### src/rtl/lsid_pkg.sv
package lsid_pkg;
   // ------------------------------------------------------------
   // operation codes from the decoder
   // ------------------------------------------------------------
   typedef enum logic [2:0] {
      LSID_OP_NONE = 3'h0, // idle cycle
      LSID_OP_OR_REG = 3'h1, // or_acc_with_reg
      LSID_OP_SWAP = 3'h2, // nibble_exchange_reg
      LSID_OP_XOR_LIT = 3'h3, // xor_acc_with_literal
      LSID_OP_DIR = 3'h4, // load_port_direction
      LSID_OP_XOR_REG = 3'h5 // xor_acc_with_reg
   } lsid_op_t;

   // ------------------------------------------------------------
   // reset values and operand codes
   // ------------------------------------------------------------
   localparam logic [7:0] LSID_ACC_RST = 8'h00; // accumulator after reset
   localparam logic [7:0] LSID_DIR_RST = 8'hff; // all pins input after reset
   localparam logic LSID_ZERO_RST = 1'b0; // zero flag after reset
   localparam logic [6:0] LSID_SEL_PORT_A = 7'h05; // port a direction select
   localparam logic [6:0] LSID_SEL_PORT_B = 7'h06; // port b direction select
   localparam logic [6:0] LSID_SEL_PORT_C = 7'h07; // port c direction select
   localparam logic LSID_DEST_ACC = 1'b0; // destination bit: accumulator
endpackage
### src/rtl/lsid_dir_if.sv
`timescale 1ns/1ps
// direction-register load path between datapath and direction bank
interface lsid_dir_if;
   logic load; // one-cycle load strobe
   logic [6:0] sel; // port select operand
   logic [7:0] data; // value to store
   logic [7:0] port_a; // stored directions
   logic [7:0] port_b;
   logic [7:0] port_c;
   modport src (output load, output sel, output data, input port_a, input port_b,
      input port_c);
   modport bank (input load, input sel, input data, output port_a, output port_b,
      output port_c);
endinterface

### src/rtl/lsid_datapath.sv
`timescale 1ns/1ps
module lsid_datapath (
   input wire logic sys_clk,
   input wire logic rst,
   input wire logic op_valid,
   input wire lsid_pkg::lsid_op_t op_code,
   input wire logic [6:0] op_addr,
   input wire logic op_dest,
   input wire logic [7:0] op_literal,
   input wire logic [7:0] file_rdata,
   output logic [6:0] file_addr,
   output logic file_we,
   output logic [7:0] file_wdata,
   output logic [7:0] acc,
   output logic zero_flag,
   output logic [7:0] port_a_direction,
   output logic [7:0] port_b_direction,
   output logic [7:0] port_c_direction
);
   // ------------------------------------------------------------
   // state
   // ------------------------------------------------------------
   logic [7:0] acc_reg, acc_next; // working accumulator
   logic zero_reg, zero_next; // zero flag
   logic we_reg, we_next; // file write strobe
   logic [7:0] wd_reg, wd_next; // file write data
   logic [6:0] wa_reg, wa_next; // file write address
   logic [7:0] result; // combinational alu result
   logic to_acc; // result goes to accumulator
   logic sets_zero; // op updates zero flag

   lsid_dir_if dir ();

   function automatic logic is_zero(input logic [7:0] v);
      is_zero = (v == 8'h00);
   endfunction

   // ------------------------------------------------------------
   // alu
   // ------------------------------------------------------------
   // one result bus for every op; the decode below only picks the source,
   // so the write-back and the accumulator always see the same value
   always_comb begin
      result = acc_reg;
      to_acc = 1'b0;
      sets_zero = 1'b0;
      case (op_code)
         lsid_pkg::LSID_OP_OR_REG: begin
            result = acc_reg | file_rdata;
            to_acc = (op_dest == lsid_pkg::LSID_DEST_ACC);
            sets_zero = 1'b1;
         end
         lsid_pkg::LSID_OP_SWAP: begin
            result = {file_rdata[3:0], file_rdata[7:4]};
            to_acc = (op_dest == lsid_pkg::LSID_DEST_ACC);
         end
         lsid_pkg::LSID_OP_XOR_LIT: begin
            result = acc_reg ^ op_literal;
            to_acc = 1'b1; // literal op has no file destination
            sets_zero = 1'b1;
         end
         lsid_pkg::LSID_OP_XOR_REG: begin
            result = acc_reg ^ file_rdata;
            to_acc = (op_dest == lsid_pkg::LSID_DEST_ACC);
            sets_zero = 1'b1;
         end
         default: result = acc_reg; // direction load and idle
      endcase
   end

   // ------------------------------------------------------------
   // next state of accumulator, flag and file write
   // ------------------------------------------------------------
   // write data and address hold their last value between writes, which
   // costs nothing and keeps the file side quiet while file_we is low
   always_comb begin
      acc_next = acc_reg;
      zero_next = zero_reg;
      we_next = 1'b0;
      wd_next = wd_reg;
      wa_next = wa_reg;
      if (op_valid) begin
         if (to_acc) begin
            acc_next = result;
         end else if (op_code == lsid_pkg::LSID_OP_OR_REG ||
            op_code == lsid_pkg::LSID_OP_SWAP ||
            op_code == lsid_pkg::LSID_OP_XOR_REG) begin
            // write back one cycle later so read data is not disturbed
            we_next = 1'b1;
            wd_next = result;
            wa_next = op_addr;
         end
         if (sets_zero) begin
            zero_next = is_zero(result);
         end
      end
   end

   // register stage
   always_ff @(posedge sys_clk) begin
      if (rst) begin
         acc_reg <= lsid_pkg::LSID_ACC_RST;
         zero_reg <= lsid_pkg::LSID_ZERO_RST;
         we_reg <= 1'b0;
         wd_reg <= 8'h00;
         wa_reg <= 7'h00;
      end else begin
         acc_reg <= acc_next;
         zero_reg <= zero_next;
         we_reg <= we_next;
         wd_reg <= wd_next;
         wa_reg <= wa_next;
      end
   end

   // ------------------------------------------------------------
   // direction bank hookup
   // ------------------------------------------------------------
   assign dir.load = op_valid && (op_code == lsid_pkg::LSID_OP_DIR);
   assign dir.sel = op_addr;
   assign dir.data = acc_reg;

   lsid_dir_bank u_bank (
      .sys_clk(sys_clk),
      .rst(rst),
      .dir(dir)
   );

   // outputs: read address follows the operand, write address is held
   // the address is shared by read and write, so an op that reads the file
   // in a write-back cycle would see the written register, not its own;
   // the decoder must leave one idle slot after a write to the file
   // (limitation traded for a single-port data memory)
   assign file_addr = we_reg ? wa_reg : op_addr;
   assign file_we = we_reg;
   assign file_wdata = wd_reg;
   assign acc = acc_reg;
   assign zero_flag = zero_reg;
   assign port_a_direction = dir.port_a;
   assign port_b_direction = dir.port_b;
   assign port_c_direction = dir.port_c;

   // ------------------------------------------------------------
   // checks
   // ------------------------------------------------------------
   or_to_acc_a: assert property (@(posedge sys_clk) disable iff (rst)
      op_valid && op_code == lsid_pkg::LSID_OP_OR_REG && !op_dest
      |=> acc == ($past(acc) | $past(file_rdata)) && !file_we)
      else $error("or to accumulator wrong");
   or_to_file_a: assert property (@(posedge sys_clk) disable iff (rst)
      op_valid && op_code == lsid_pkg::LSID_OP_OR_REG && op_dest
      |=> file_we && file_wdata == ($past(acc) | $past(file_rdata))
      && acc == $past(acc))
      else $error("or to file wrong");
   swap_flag_a: assert property (@(posedge sys_clk) disable iff (rst)
      op_valid && op_code == lsid_pkg::LSID_OP_SWAP
      |=> zero_flag == $past(zero_flag))
      else $error("swap changed zero flag");
   swap_value_a: assert property (@(posedge sys_clk) disable iff (rst)
      op_valid && op_code == lsid_pkg::LSID_OP_SWAP && op_dest
      |=> file_wdata == {$past(file_rdata[3:0]), $past(file_rdata[7:4])})
      else $error("swap data wrong");
   xor_lit_a: assert property (@(posedge sys_clk) disable iff (rst)
      op_valid && op_code == lsid_pkg::LSID_OP_XOR_LIT
      |=> acc == ($past(acc) ^ $past(op_literal)) && !file_we)
      else $error("xor literal wrong");
   dir_flag_a: assert property (@(posedge sys_clk) disable iff (rst)
      op_valid && op_code == lsid_pkg::LSID_OP_DIR && op_addr == lsid_pkg::LSID_SEL_PORT_A
      |=> port_a_direction == $past(acc) && zero_flag == $past(zero_flag))
      else $error("direction load wrong");
   xor_reg_a: assert property (@(posedge sys_clk) disable iff (rst)
      op_valid && op_code == lsid_pkg::LSID_OP_XOR_REG && op_dest
      |=> file_we && file_wdata == ($past(acc) ^ $past(file_rdata))
      ##1 !file_we)
      else $error("xor to file wrong");
   zero_track_a: assert property (@(posedge sys_clk) disable iff (rst)
      op_valid && op_code == lsid_pkg::LSID_OP_XOR_LIT
      |=> zero_flag == (acc == 8'h00))
      else $error("zero flag mismatch");

   // ------------------------------------------------------------
   // checks on the accumulator paths, the zero flag, the port c direction and the write-back address
   // ------------------------------------------------------------
   // expected values are rebuilt from the sampled operands, not from the
   // alu result, so a broken decode cannot agree with itself
   swap_to_acc_a: assert property (@(posedge sys_clk) disable iff (rst)
      op_valid && op_code == lsid_pkg::LSID_OP_SWAP && !op_dest
      |=> acc == {$past(file_rdata[3:0]), $past(file_rdata[7:4])} && !file_we)
      else $error("swap to accumulator wrong");
   xor_to_acc_a: assert property (@(posedge sys_clk) disable iff (rst)
      op_valid && op_code == lsid_pkg::LSID_OP_XOR_REG && !op_dest
      |=> acc == ($past(acc) ^ $past(file_rdata)) && !file_we)
      else $error("xor to accumulator wrong");
   or_zero_a: assert property (@(posedge sys_clk) disable iff (rst)
      op_valid && op_code == lsid_pkg::LSID_OP_OR_REG
      |=> zero_flag == (($past(acc) | $past(file_rdata)) == 8'h00))
      else $error("zero flag after or wrong");
   xor_reg_zero_a: assert property (@(posedge sys_clk) disable iff (rst)
      op_valid && op_code == lsid_pkg::LSID_OP_XOR_REG
      |=> zero_flag == (($past(acc) ^ $past(file_rdata)) == 8'h00))
      else $error("zero flag after xor wrong");
   dir_keeps_acc_a: assert property (@(posedge sys_clk) disable iff (rst)
      op_valid && op_code == lsid_pkg::LSID_OP_DIR
      |=> acc == $past(acc) && !file_we)
      else $error("direction load disturbed accumulator");
   dir_port_c_a: assert property (@(posedge sys_clk) disable iff (rst)
      op_valid && op_code == lsid_pkg::LSID_OP_DIR
      && op_addr == lsid_pkg::LSID_SEL_PORT_C
      |=> port_c_direction == $past(acc))
      else $error("port c direction not loaded");
   write_addr_a: assert property (@(posedge sys_clk) disable iff (rst)
      op_valid && op_dest && (op_code == lsid_pkg::LSID_OP_OR_REG
      || op_code == lsid_pkg::LSID_OP_SWAP
      || op_code == lsid_pkg::LSID_OP_XOR_REG)
      |=> file_addr == $past(op_addr))
      else $error("write back address wrong");
endmodule

### src/rtl/lsid_dir_bank.sv
`timescale 1ns/1ps
// ------------------------------------------------------------
// port direction registers
// ------------------------------------------------------------
module lsid_dir_bank (
   input wire logic sys_clk,
   input wire logic rst,
   lsid_dir_if.bank dir
);
   logic [7:0] a_reg, a_next; // port a direction
   logic [7:0] b_reg, b_next; // port b direction
   logic [7:0] c_reg, c_next; // port c direction

   // select one register by operand; other operand values load nothing
   always_comb begin
      a_next = a_reg;
      b_next = b_reg;
      c_next = c_reg;
      if (dir.load) begin
         case (dir.sel)
            lsid_pkg::LSID_SEL_PORT_A: a_next = dir.data;
            lsid_pkg::LSID_SEL_PORT_B: b_next = dir.data;
            lsid_pkg::LSID_SEL_PORT_C: c_next = dir.data;
            default: a_next = a_reg; // out of range operand ignored
         endcase
      end
   end

   // register stage
   always_ff @(posedge sys_clk) begin
      if (rst) begin
         a_reg <= lsid_pkg::LSID_DIR_RST;
         b_reg <= lsid_pkg::LSID_DIR_RST;
         c_reg <= lsid_pkg::LSID_DIR_RST;
      end else begin
         a_reg <= a_next;
         b_reg <= b_next;
         c_reg <= c_next;
      end
   end

   assign dir.port_a = a_reg;
   assign dir.port_b = b_reg;
   assign dir.port_c = c_reg;

   port_b_load_a: assert property (@(posedge sys_clk) disable iff (rst)
      dir.load && dir.sel == lsid_pkg::LSID_SEL_PORT_B |=> b_reg == $past(dir.data)
      && a_reg == $past(a_reg))
      else $error("port b direction not loaded");
endmodule

### config.mk
export PLATFORM = sky130hd
export DESIGN_NAME = lsid_datapath
export DESIGN_NICKNAME = d
export VERILOG_FILES = /design/src/rtl/lsid_pkg.sv /design/src/rtl/lsid_dir_if.sv /design/src/rtl/lsid_datapath.sv /design/src/rtl/lsid_dir_bank.sv
export SDC_FILE = /design/constraint.sdc
export NUM_CORES = 1
export LEC_CHECK = 0
export BUFFER_PORTS_ARGS = -buffer_cell sky130_fd_sc_hd__buf_2
export CORE_AREA = 2 2 58 102
export DETAILED_ROUTE_END_ITERATION = 10
export DIE_AREA = 0 0 60 104
export PLACE_DENSITY_LB_ADDON = 0.05
export SYNTH_ARGS = -nofsm -noshare
export SYNTH_HDL_FRONTEND = slang
export SYNTH_SLANG_ARGS = --single-unit
### constraint.sdc
create_clock -name sys_clk -period 1.7 [get_ports sys_clk]
set_clock_uncertainty 0.05 [all_clocks]
set_input_delay 0.17 -clock sys_clk [delete_from_list [all_inputs] [get_ports sys_clk]]
set_output_delay 0.17 -clock sys_clk [all_outputs]
set_load 0.01 [all_outputs]
==> metrics.md, run 1 <==
| Metric | Value |
|---|---|
| # fillers | `541` |
| Maxcap violations | `0` |
| Net Sw Frac | `0.266` |
| Clk network pwr share | `0.347` |
| CTS tree | `yes` |
| Sw power | `between 0.6 and 0.7 mW` |
| Min cycle time layout | `between 1.5 and 2 ns` |
| WP data arrival | `approximately 1.9 ns` |
| Port-buffer cells | `78` |
| Synth Cell Area | `between 2000 and 2500 sq um` |
| Vias in the first global route | `~2300` |
| Pwr per Cell Area | `approximately 760 nW/um^2` |
| Inserted Clock Buffers | `5` |
| Busiest grt layer | `met2` |
| Placed Instances | `approximately 440` |
| Max clock buf depth | `2` |
| Overall routing resource usage | `0.233` |
| Clock-pin slew on the worst setup and hold paths | `roughly 0.09 ns` |
| Status | `finished, final reports clean` |
| FF+latch count, synth | `approximately 50` |
| Int Power | `1.81 mW` |
| First-pass GRT wire length | `approximately 11 mm` |
| Initial DRC count | `~130` |
| Die Height | `roughly 100 um` |
| Width of the die | `roughly 60 um` |
| Mean post-synth cell area | `9.16 sq um` |
| Sequential Power Share | `0.483` |
| Core Region | `about 5500 sq um` |
| Initial antenna violation count | `0` |
| Prevailing post-synth register cell | `dfxtp_1` |
| DR pass1 iterations | `4` |
| Area delta synth->final | `37.4%` |
| Power consumption | `around 2.5 mW` |
| Nets | `400` |
| Yosys warning total | `0` |
| # rows | `36` |
| Vias/cell | `5.32` |
| Clk_lat worst skew | `approximately 0.31 ns` |
| Seq/Total Area, Yosys | `0.414` |
| Grt total ovfl | `0` |
| DRC | `0` |
| Share of synthesized flip-flops with an asynchronous set or reset | `0` |
| CP required | `roughly 1.9 ns` |
| Crit. End Element | `register` |
| Wirelength per Cell | `about 15 um` |
| Unrepaired setup endpoints after global routing | `false` |
| Routed Antenna Nets | `0` |
| Leak Pwr | `roughly 1.3 nW` |
| Full die area | `6240 sq um` |
| CTS Root Cell | `clkbuf_8` |
| Period utilization | `0.985` |
| Fin cells | `447` |
| H-tree Lvls | `2` |
| Setup violators final | `0` |
| Hpwl dp | `between 5 and 6 mm` |
| Ant diodes | `0` |
| Crit-path max FO | `8` |
| Final Hold Viols | `0` |
| Worst VDD drop | `around 460 uV` |
| Largest net degree at the start of global routing | `50` |
| Slew Viols, Final | `0` |
| Layout cells sized above 1 | `0.412` |
| Synth unique cells | `35` |
| Drt total wl | `about 6.9 mm` |
| Crit Path Class | `in2reg` |
| Hold-fix buffers, CTS | `0` |
| Logic pwr share | `0.169` |
| Flip-flop and latch area | `983 sq um` |
| Type of the worst min-delay path | `in2reg` |
| Met2 Usage GRT | `0.393` |
| Post-Route Utilization | `0.598` |
| Startpoint Class | `input pin` |
| Clock sink count | `49` |
| Count of boundary I/O pins | `79` |
| Mapped Nets | `about 290` |
| Combined area of the multi-input logic cells | `roughly 1300 sq um` |
| GPL Wtd Cong | `0.929` |
| Met1 Usage GRT | `0.270` |
| Starting density of the core | `0.435` |
| Gate Count Post-Synth | `approximately 260` |
| Post-synth EDFFs | `0` |
| Normalized max-slew margin | `0.662` |
| Max Clk Rate | `between 0.5 and 0.6 GHz` |
| GRT met3 Usage | `0.0386` |
| Worst-Margin Slew | `0.507 ns` |
| DR vias | `approximately 2400` |
| Worst hold slack | `roughly 0.075 ns` |
## cells by family (layout without fill, tap and decap cells)
logic type,count (synthesis),after routing,share of synthesized area
mux,29,29,0.126
simple gates,93,93,0.196
buf+inv,27,139,0.0527
compound gates,61,61,0.212
flops,49,49,0.414
## final cells by class
cell class,instances,area share
clock buffer,5,0.0211
clock inverter,3,0.0142
inverter,8,0.00921
multi-input combinational,183,0.397
sequential,49,0.302
tap,76,0.0292
timing repair buffer,123,0.227
## through the flow
step / setup WS [ns] / TNS, ns / cell area [sq um]
5_1_grt: 0.00204 / 0 / 3260
2_1_floorplan: -0.0333 / -0.133 / 2400
3_5_place_dp: -0.291 / -6.13 / 3130
4_1_cts: 0.0194 / 0 / 3250
3_3_place_gp: -0.243 / -5.79 / 3130
6_report: 0.0250 / 0 / 3260
## synth_stat cells (all sizes together) (8+ instances only)
cell type / count / area (sq um)
a211o: 24 / 210
a211oi: 8 / 60.1
dfxtp: 49 / 981
buf: 8 / 53.8
inv: 8 / 30.0
nor2b: 12 / 75.1
a21oi: 10 / 53.8
nor2: 53 / 201
clkbuf: 11 / 41.3
mux2i: 22 / 220
## power by group through the flow
stage / registers (mW) / logic [mW] / clock network [mW]
after floorplan: 1.22 / 0.196 / 0
after global placement: 1.22 / 0.409 / 0
after detailed placement: 1.22 / 0.413 / 0
after CTS: 1.19 / 0.415 / 0.880
after global routing: 1.19 / 0.454 / 0.924
final: 1.19 / 0.417 / 0.855
## per-layer routing
| metal | routed length, um | vias up |
|---|---|---|
| met2 | 3600 | 87 |
| met3 | 350 | 19 |
| met4 | 245 | 0 |
| met1 | 2730 | 1119 |
| li1 | - | 1154 |
| met5 | 0 | - |
## timing repair
item,in CTS,in global routing
setup endpoints to repair,0,3
hold endpoints to repair,0,0
buffers inserted,0,0
gates resized for setup,0,5
## worst max-delay path, stage by stage
cell,delay (ns)
buf_2,0.12
buf_4,0.13
or2_2,0.37
a21oi_1,0.22
a211oi_1,0.07
or4_1,0.50
o41ai_2,0.27
## path summary, 6_finish.rpt
path,depth (start not counted),to,slack (ns),startpoint
max,7,zero_flag$_SDFFE_PP0P_,0.02,op_code[1]
min,3,wa_reg[5]$_SDFFE_PP0P_,0.07,op_addr[5]
max reg2reg,5,zero_flag$_SDFFE_PP0P_,0.08,acc[0]$_SDFFE_PP0P_
min reg2reg,1,u_bank.dir.port_c[3]$_SDFFE_PP1P_,0.42,u_bank.dir.port_c[3]$_SDFFE_PP1P_
## placed cells by master, fill, tap and decap left out, types with 4 or more instances in the layout
| master | n |
|---|---|
| a211o_1 | 24 |
| inv_1 | 8 |
| o31a_1 | 7 |
| a21oi_1 | 8 |
| nor2_1 | 50 |
| nor2b_1 | 11 |
| nand2_1 | 4 |
| buf_2 | 78 |
| mux2_2 | 7 |
| a221o_1 | 7 |
| mux2i_1 | 22 |
| a211oi_1 | 6 |
| dfxtp_1 | 47 |
| buf_4 | 44 |
| clkbuf_8 | 5 |
| nor3b_1 | 7 |
No activity file was read; power rests on OpenSTA's default activity.
==> inputs of run 2 (changes only) <==
--- a/config.mk
+++ b/config.mk
@@ -5,10 +5,11 @@
 export SDC_FILE = /design/constraint.sdc
 export NUM_CORES = 1
 export LEC_CHECK = 0
-export BUFFER_PORTS_ARGS = -buffer_cell sky130_fd_sc_hd__buf_2
-export CORE_AREA = 2 2 58 102
+export CORE_AREA = 2 2 53 92
 export DETAILED_ROUTE_END_ITERATION = 10
-export DIE_AREA = 0 0 60 104
+export DIE_AREA = 0 0 55 94
+export DONT_BUFFER_PORTS = 1
+export GPL_ROUTABILITY_DRIVEN = 0
 export PLACE_DENSITY_LB_ADDON = 0.05
 export SYNTH_ARGS = -nofsm -noshare
 export SYNTH_HDL_FRONTEND = slang
==> run 2 against run 1 <==
- global-route usage is 3.2 points higher
- highest routed layer unchanged
- cell area fell by 13%
- core utilization is 4.4 points higher
- final cell count decreased by 25%
- sequential cell count did not move
- die area shrank 17%
- worst hold slack lost 0.061 ns
- power grew 0.72%
- clock power increased by 14%
- critical path depth shrank 2
- critical endpoint unchanged
==> metrics.md, run 2 (synthesized netlist as in run 1, its figures left out) <==
| Metric | Value |
|---|---|
| Max incr delay on CP | `0.58 ns (+0.08 ns)` |
| Vias/cell | `6.18 (+16%)` |
| DP Worst Slack | `-0.110 ns (+0.181 ns)` |
| H-tree Lvls | `2 (unchanged)` |
| Fin cells | `336 (-25%)` |
| CP max-delay cell | `or4_1` |
| Grt total ovfl | `0 (unchanged)` |
| First-pass GRT wire length | `9.83 mm (-12%)` |
| Type of the worst min-delay path | `in2reg` |
| Nets | `314 (-22%)` |
| CP endpoint | `zero_flag$_SDFFE_PP0P_` |
| Crit Path Class | `reg2reg` |
| Worst Setup SP | `acc[3]$_SDFFE_PP0P_` |
| Slew Viols, Final | `0 (unchanged)` |
| Full die area | `5170 sq um (-17%)` |
| Worst hold slack | `0.0136 ns (-0.0612 ns)` |
| CP required | `1.86 ns (about the same)` |
| Width of the die | `55 um (-8.3%)` |
| Clock-pin slew on the worst setup and hold paths | `0.09 ns (about the same)` |
| Setup ws final | `0.0635 ns (+0.0385 ns)` |
| Die Height | `94 um (-9.6%)` |
| Drt total wl | `6.43 mm (-7.2%)` |
| CP Cell Sequence | `inv_1 > a221o_1 > a211oi_1 > or4_1 > o41ai_2` |
| Startpoint Class | `register` |
| Most common cell after layout, fill and taps aside | `nor2_1` |
| Setup violators final | `0 (unchanged)` |
| DR vias | `2076 (-13%)` |
| Reg2Reg Setup Slack | `0.06 ns (-0.02 ns)` |
| Vias in the first global route | `2050 (-13%)` |
| Overall routing resource usage | `0.265 (+0.0321)` |
| Normalized max-slew margin | `0.653 (-0.00850)` |
| Worst VDD drop | `668 uV (+46%)` |
| Wirelength per Cell | `19.1 um (+24%)` |
| Inserted Clock Buffers | `5 (unchanged)` |
| Core Region | `4400 sq um (-19%)` |
| Min cycle time layout | `1.64 ns (-0.0385 ns)` |
| Placed cell area | `2590 sq um (-17%)` |
| Leak Pwr | `1.03 nW (-23%)` |
| Area delta synth->final | `19.3%` |
| Count of boundary I/O pins | `79 (unchanged)` |
| Fin area | `2830 sq um (-13%)` |
| Hpwl dp | `4.58 mm (-12%)` |
| Layout cells sized above 1 | `0.218 (-0.195)` |
| DR pass1 iterations | `4 (unchanged)` |
| DRC | `0 (unchanged)` |
| Reg2Reg Launch Point | `acc[3]$_SDFFE_PP0P_` |
| Reg2reg path depth | `5 (unchanged)` |
| Max clock buf depth | `2 (unchanged)` |
| Largest net degree at the start of global routing | `49 (-2.0%)` |
| Placed Instances | `320 (-27%)` |
| Final Hold Viols | `0 (unchanged)` |
| # fillers | `400 (-26%)` |
| Routed Antenna Nets | `0 (unchanged)` |
| WP data arrival | `1.80 ns (-0.05 ns)` |
| Most frequent cells in the layout | `nor2_1, dfxtp_1, buf_4, a211o_1, mux2i_1` |
| Pwr per Cell Area | `877 nW/um^2 (+16%)` |
| Initial antenna violation count | `0 (unchanged)` |
| Clk_lat worst skew | `0.31 ns (about the same)` |
| Status | `finished, final reports clean` |
| Worst-Margin Slew | `0.519 ns (+0.0115 ns)` |
| Starting density of the core | `0.539 (+0.103)` |
| Maxcap violations | `0 (unchanged)` |
| RR Endpoint | `zero_flag$_SDFFE_PP0P_` |
| Crit. End Element | `register` |
| Initial DRC count | `48 (-63%)` |
| Sum of negative setup slack | `0 ns (unchanged)` |
| # rows | `32 (-11%)` |
| CTS Root Cell | `clkbuf_8` |
| Clock sink count | `49 (unchanged)` |
| Max Clk Rate | `0.611 GHz (+2.4%)` |
| Crit-path max FO | `4 (-4)` |
| CTS tree | `yes` |
| Unrepaired setup endpoints after global routing | `false` |
| Flip-flop and latch area | `986 sq um (+0.25%)` |
| Ant diodes | `0 (unchanged)` |
| Port-buffer cells | `0 (-100%)` |
| Combined area of the multi-input logic cells | `1290 sq um (unchanged)` |
| Period utilization | `0.963 (-0.0227)` |
==> run 2: how the worst min path moves through the flow <==
stage	from	endpoint	depth (start not counted)
2_1_floorplan	op_addr[0]	wa_reg[0]$_SDFFE_PP0P_	2
3_3_place_gp	rst	file_wdata[1]$_SDFFE_PP0P_	1
3_5_place_dp	rst	file_wdata[3]$_SDFFE_PP0P_	1
4_1_cts	rst	zero_flag$_SDFFE_PP0P_	2
5_1_grt	rst	zero_flag$_SDFFE_PP0P_	2
6_report	rst	zero_flag$_SDFFE_PP0P_	2
==> run 2: stage by stage <==
step	power [mW]	utilization
finish	2.48	0.642
global route	2.56	0.642
CTS	2.50	0.639
detailed placement	1.49	0.588
global placement	1.49	0.588
floorplan	1.41	-
==> run 2: repair_timing <==
action / 4_1_cts / 5_1_grt
hold buffers: 8 / 0
endpoints found under the hold margin: 48 / 0
endpoints found under the setup margin: 0 / 3
gates resized for setup: 0 / 7
buffers inserted: 0 / 0
==> run 2: worst max-delay path, delay by kind of cell (launching register included) <==
family | cells | cell delay [ns]
compound gates | 3 | 0.43
buf+inv | 1 | 0.13
flops | 1 | 0.35
simple gates | 1 | 0.58
==> run 2: routing by layer <==
metal / track usage / share of wire / wire length [um] / up-vias
met4: 0.177 / 0.050 / 324 / 0
met3: 0.0669 / 0.081 / 522 / 27
met2: 0.432 / 0.51 / 3260 / 102
met5: 0 / 0 / 0 / -
li1: - / - / - / 990
met1: 0.286 / 0.36 / 2320 / 957
==> run 2: layout make-up <==
cell class,instances,area share
sequential,49,0.349
clock inverter,3,0.0230
multi-input combinational,183,0.458
timing repair buffer,37,0.113
inverter,8,0.0106
clock buffer,5,0.0243
tap,51,0.0226
==> run 2: report_power, final <==
group          switching [mW]  internal [mW]  total (mW)
Combinational           0.158          0.154       0.312
Sequential             0.0237           1.17        1.19
Clock                   0.392          0.584       0.976
Total                   0.574           1.91        2.48
==> inputs of run 3 (changes only) <==
--- a/config.mk
+++ b/config.mk
@@ -5,12 +5,13 @@
 export SDC_FILE = /design/constraint.sdc
 export NUM_CORES = 1
 export LEC_CHECK = 0
+export ABC_CLOCK_PERIOD_IN_PS = 1700
 export CORE_AREA = 2 2 53 92
 export DETAILED_ROUTE_END_ITERATION = 10
 export DIE_AREA = 0 0 55 94
 export DONT_BUFFER_PORTS = 1
 export GPL_ROUTABILITY_DRIVEN = 0
-export PLACE_DENSITY_LB_ADDON = 0.05
+export PLACE_DENSITY = 0.79
 export SYNTH_ARGS = -nofsm -noshare
 export SYNTH_HDL_FRONTEND = slang
 export SYNTH_SLANG_ARGS = --single-unit
==> run 3 against run 2 <==
- core utilization fell by 1.1 points
- die area did not move
- worst setup slack improved by 0.027 ns
- non-clock buffer count down 1
- via count is 2.4% lower
- critical path depth up 1
- critical path type unchanged
- critical endpoint is now acc[6]$_SDFFE_PP0P_
==> metrics.md, run 3 (synthesized netlist as in run 1, its figures left out) <==
| Metric | Value |
|---|---|
| Initial DRC count | `85 (+77%)` |
| Grt total ovfl | `0 (unchanged)` |
| Die Height | `94 um (unchanged)` |
| CTS Root Cell | `clkbuf_8` |
| Slew Viols, Final | `0 (unchanged)` |
| Placed cell area | `2590 sq um (about the same)` |
| Port-buffer cells | `0 (unchanged)` |
| Most common cell after layout, fill and taps aside | `nor2_1` |
| Largest net degree at the start of global routing | `49 (unchanged)` |
| DR vias | `2027 (-2.4%)` |
| Wirelength per Cell | `19.1 um (about the same)` |
| CP max-delay cell | `dfxtp_1` |
| Drt total wl | `6.40 mm (-0.34%)` |
| Ant diodes | `0 (unchanged)` |
| Overall routing resource usage | `0.254 (-0.0106)` |
| Reg2Reg Launch Point | `acc[6]$_SDFFE_PP0P_` |
| Hpwl dp | `4.66 mm (+1.7%)` |
| Area delta synth->final | `17.2%` |
| Starting density of the core | `0.539 (unchanged)` |
| Most frequent cells in the layout | `nor2_1, dfxtp_1, buf_4, a211o_1, mux2i_1` |
| Clk_lat worst skew | `0.30 ns (about the same)` |
| CTS tree | `yes` |
| Initial antenna violation count | `0 (unchanged)` |
| Worst VDD drop | `719 uV (+7.6%)` |
| DR pass1 iterations | `4 (unchanged)` |
| Vias/cell | `6.05 (-2.1%)` |
| Layout cells sized above 1 | `0.194 (-0.0239)` |
| Reg2reg path depth | `6 (+1)` |
| Status | `finished, final reports clean` |
| HP Start | `rst` |
| Normalized max-slew margin | `0.654 (about the same)` |
| Reg2Reg Setup Slack | `0.09 ns (+0.03 ns)` |
| Crit-path max FO | `5 (+1)` |
| Post-CTS Setup Repair Bufs | `0 (unchanged)` |
| Clock-pin slew on the worst setup and hold paths | `0.09 ns (about the same)` |
| RR Endpoint | `acc[6]$_SDFFE_PP0P_` |
| Type of the worst min-delay path | `in2reg` |
| Hold path endpoint | `zero_flag$_SDFFE_PP0P_` |
| Sum of negative setup slack | `0 ns (unchanged)` |
| Startpoint Class | `register` |
| Max incr delay on CP | `0.45 ns (-0.13 ns)` |
| Setup violators final | `0 (unchanged)` |
| Routed Antenna Nets | `0 (unchanged)` |
| DRC | `0 (unchanged)` |
| Max Clk Rate | `0.621 GHz (+1.7%)` |
| Leak Pwr | `1.00 nW (-2.6%)` |
| Clock sink count | `49 (unchanged)` |
| Final Hold Viols | `0 (unchanged)` |
| Setup ws final | `0.0909 ns (+0.0274 ns)` |
| Max clock buf depth | `2 (unchanged)` |
| Inserted Clock Buffers | `5 (unchanged)` |
| Crit Path Class | `reg2reg` |
| Power consumption | `2.16 mW (-13%)` |
| Pwr per Cell Area | `777 nW/um^2 (-11%)` |
| Maxcap violations | `0 (unchanged)` |
| CP Cell Sequence | `inv_1 > a221o_1 > a211oi_2 > buf_4 > nand3_1 > a21oi_1` |
| Core Region | `4400 sq um (unchanged)` |
| H-tree Lvls | `2 (unchanged)` |
| Nets | `313 (-0.32%)` |
| # fillers | `385 (-3.8%)` |
| DP Worst Slack | `-0.169 ns (-0.0589 ns)` |
| Min cycle time layout | `1.61 ns (-0.0274 ns)` |
| Width of the die | `55 um (unchanged)` |
| WHS Path Cells | `2 (unchanged)` |
| Full die area | `5170 sq um (unchanged)` |
| Worst-Margin Slew | `0.518 ns (-0.000535 ns)` |
| Crit. End Element | `register` |
| Post-Route Utilization | `0.632 (-0.0108)` |
| WP data arrival | `1.80 ns (about the same)` |
| Vias in the first global route | `1980 (-3.4%)` |
| CP required | `1.89 ns (+0.03 ns)` |
| Fin area | `2780 sq um (-1.7%)` |
| First-pass GRT wire length | `9.38 mm (-4.6%)` |
| Count of boundary I/O pins | `79 (unchanged)` |
| Period utilization | `0.947 (-0.0161)` |
| # rows | `32 (unchanged)` |
-- run 3: changes by cell type in the layout (fill, tap and decap cells not counted), moves of 2 or more --
| cell | previous run | this run |
|---|---|---|
| dfxtp_2 | 4 | 1 |
| dfxtp_1 | 45 | 48 |
| bufinv_16 | 2 | 0 |
| buf_4 | 28 | 25 |
-- run 3: area by class of cell --
type	count	area (sq um)	share of cell area
repair buffers	36	328	0.118
inverters	8	30.0	0.0108
multi-input cells	183	1290	0.466
clock inverters	2	10.0	0.00360
well taps	51	63.8	0.0229
clock buffers	6	72.6	0.0261
flip-flops and latches	49	982	0.353
-- run 3: power by group --
group / total, mW / switching, mW / internal, mW / leakage, nW
Combinational: 0.314 / 0.159 / 0.156 / 0.561
Sequential: 1.19 / 0.0238 / 1.17 / 0.398
Clock: 0.654 / 0.368 / 0.286 / 0.0450
Total: 2.16 / 0.551 / 1.61 / 1.00
-- run 3: repair_timing --
| item | 4_1_cts | 5_1_grt |
|---|---|---|
| resized for setup | 0 | 3 |
| hold buffers | 9 | 0 |
| hold endpoints to repair | 48 | 0 |
| setup endpoints to repair | 0 | 3 |
-- run 3: how the worst max path moves through the flow --
stage          slack, ns                      to           startpoint
2_1_floorplan      -0.03  zero_flag$_SDFFE_PP0P_           op_code[0]
3_3_place_gp       -0.09  zero_flag$_SDFFE_PP0P_           op_code[0]
3_5_place_dp       -0.17  zero_flag$_SDFFE_PP0P_           op_code[2]
4_1_cts             0.05  zero_flag$_SDFFE_PP0P_  acc[7]$_SDFFE_PP0P_
5_1_grt         -0.00009  zero_flag$_SDFFE_PP0P_  acc[7]$_SDFFE_PP0P_
6_report            0.09     acc[6]$_SDFFE_PP0P_  acc[6]$_SDFFE_PP0P_
-- run 3: through the flow --
| step | std cells | hold WS, ns |
|---|---|---|
| 6_report | 335 | 0.0110 |
| 5_1_grt | 335 | 0.0232 |
| 4_1_cts | 335 | 0.00448 |
| 3_5_place_dp | 318 | 0.196 |
| 3_3_place_gp | 318 | 0.195 |
| 2_1_floorplan | 259 | 0.267 |
-- run 3: layer usage --
| layer | track usage | routed length [um] | vias to the layer above |
|---|---|---|---|
| met5 | 0 | 0 | - |
| met4 | 0.124 | 159 | 0 |
| met3 | 0.0685 | 446 | 10 |
| met2 | 0.441 | 3440 | 70 |
| met1 | 0.267 | 2360 | 966 |
| li1 | - | - | 981 |
-- run 3: critical path: cells and delay by family (launching register included) --
family | cells | cell delay (ns)
DFF | 1 | 0.45
and+or+nand+nor | 1 | 0.06
AOI/OAI and AO/OA | 3 | 0.68
buffers and inverters | 2 | 0.31
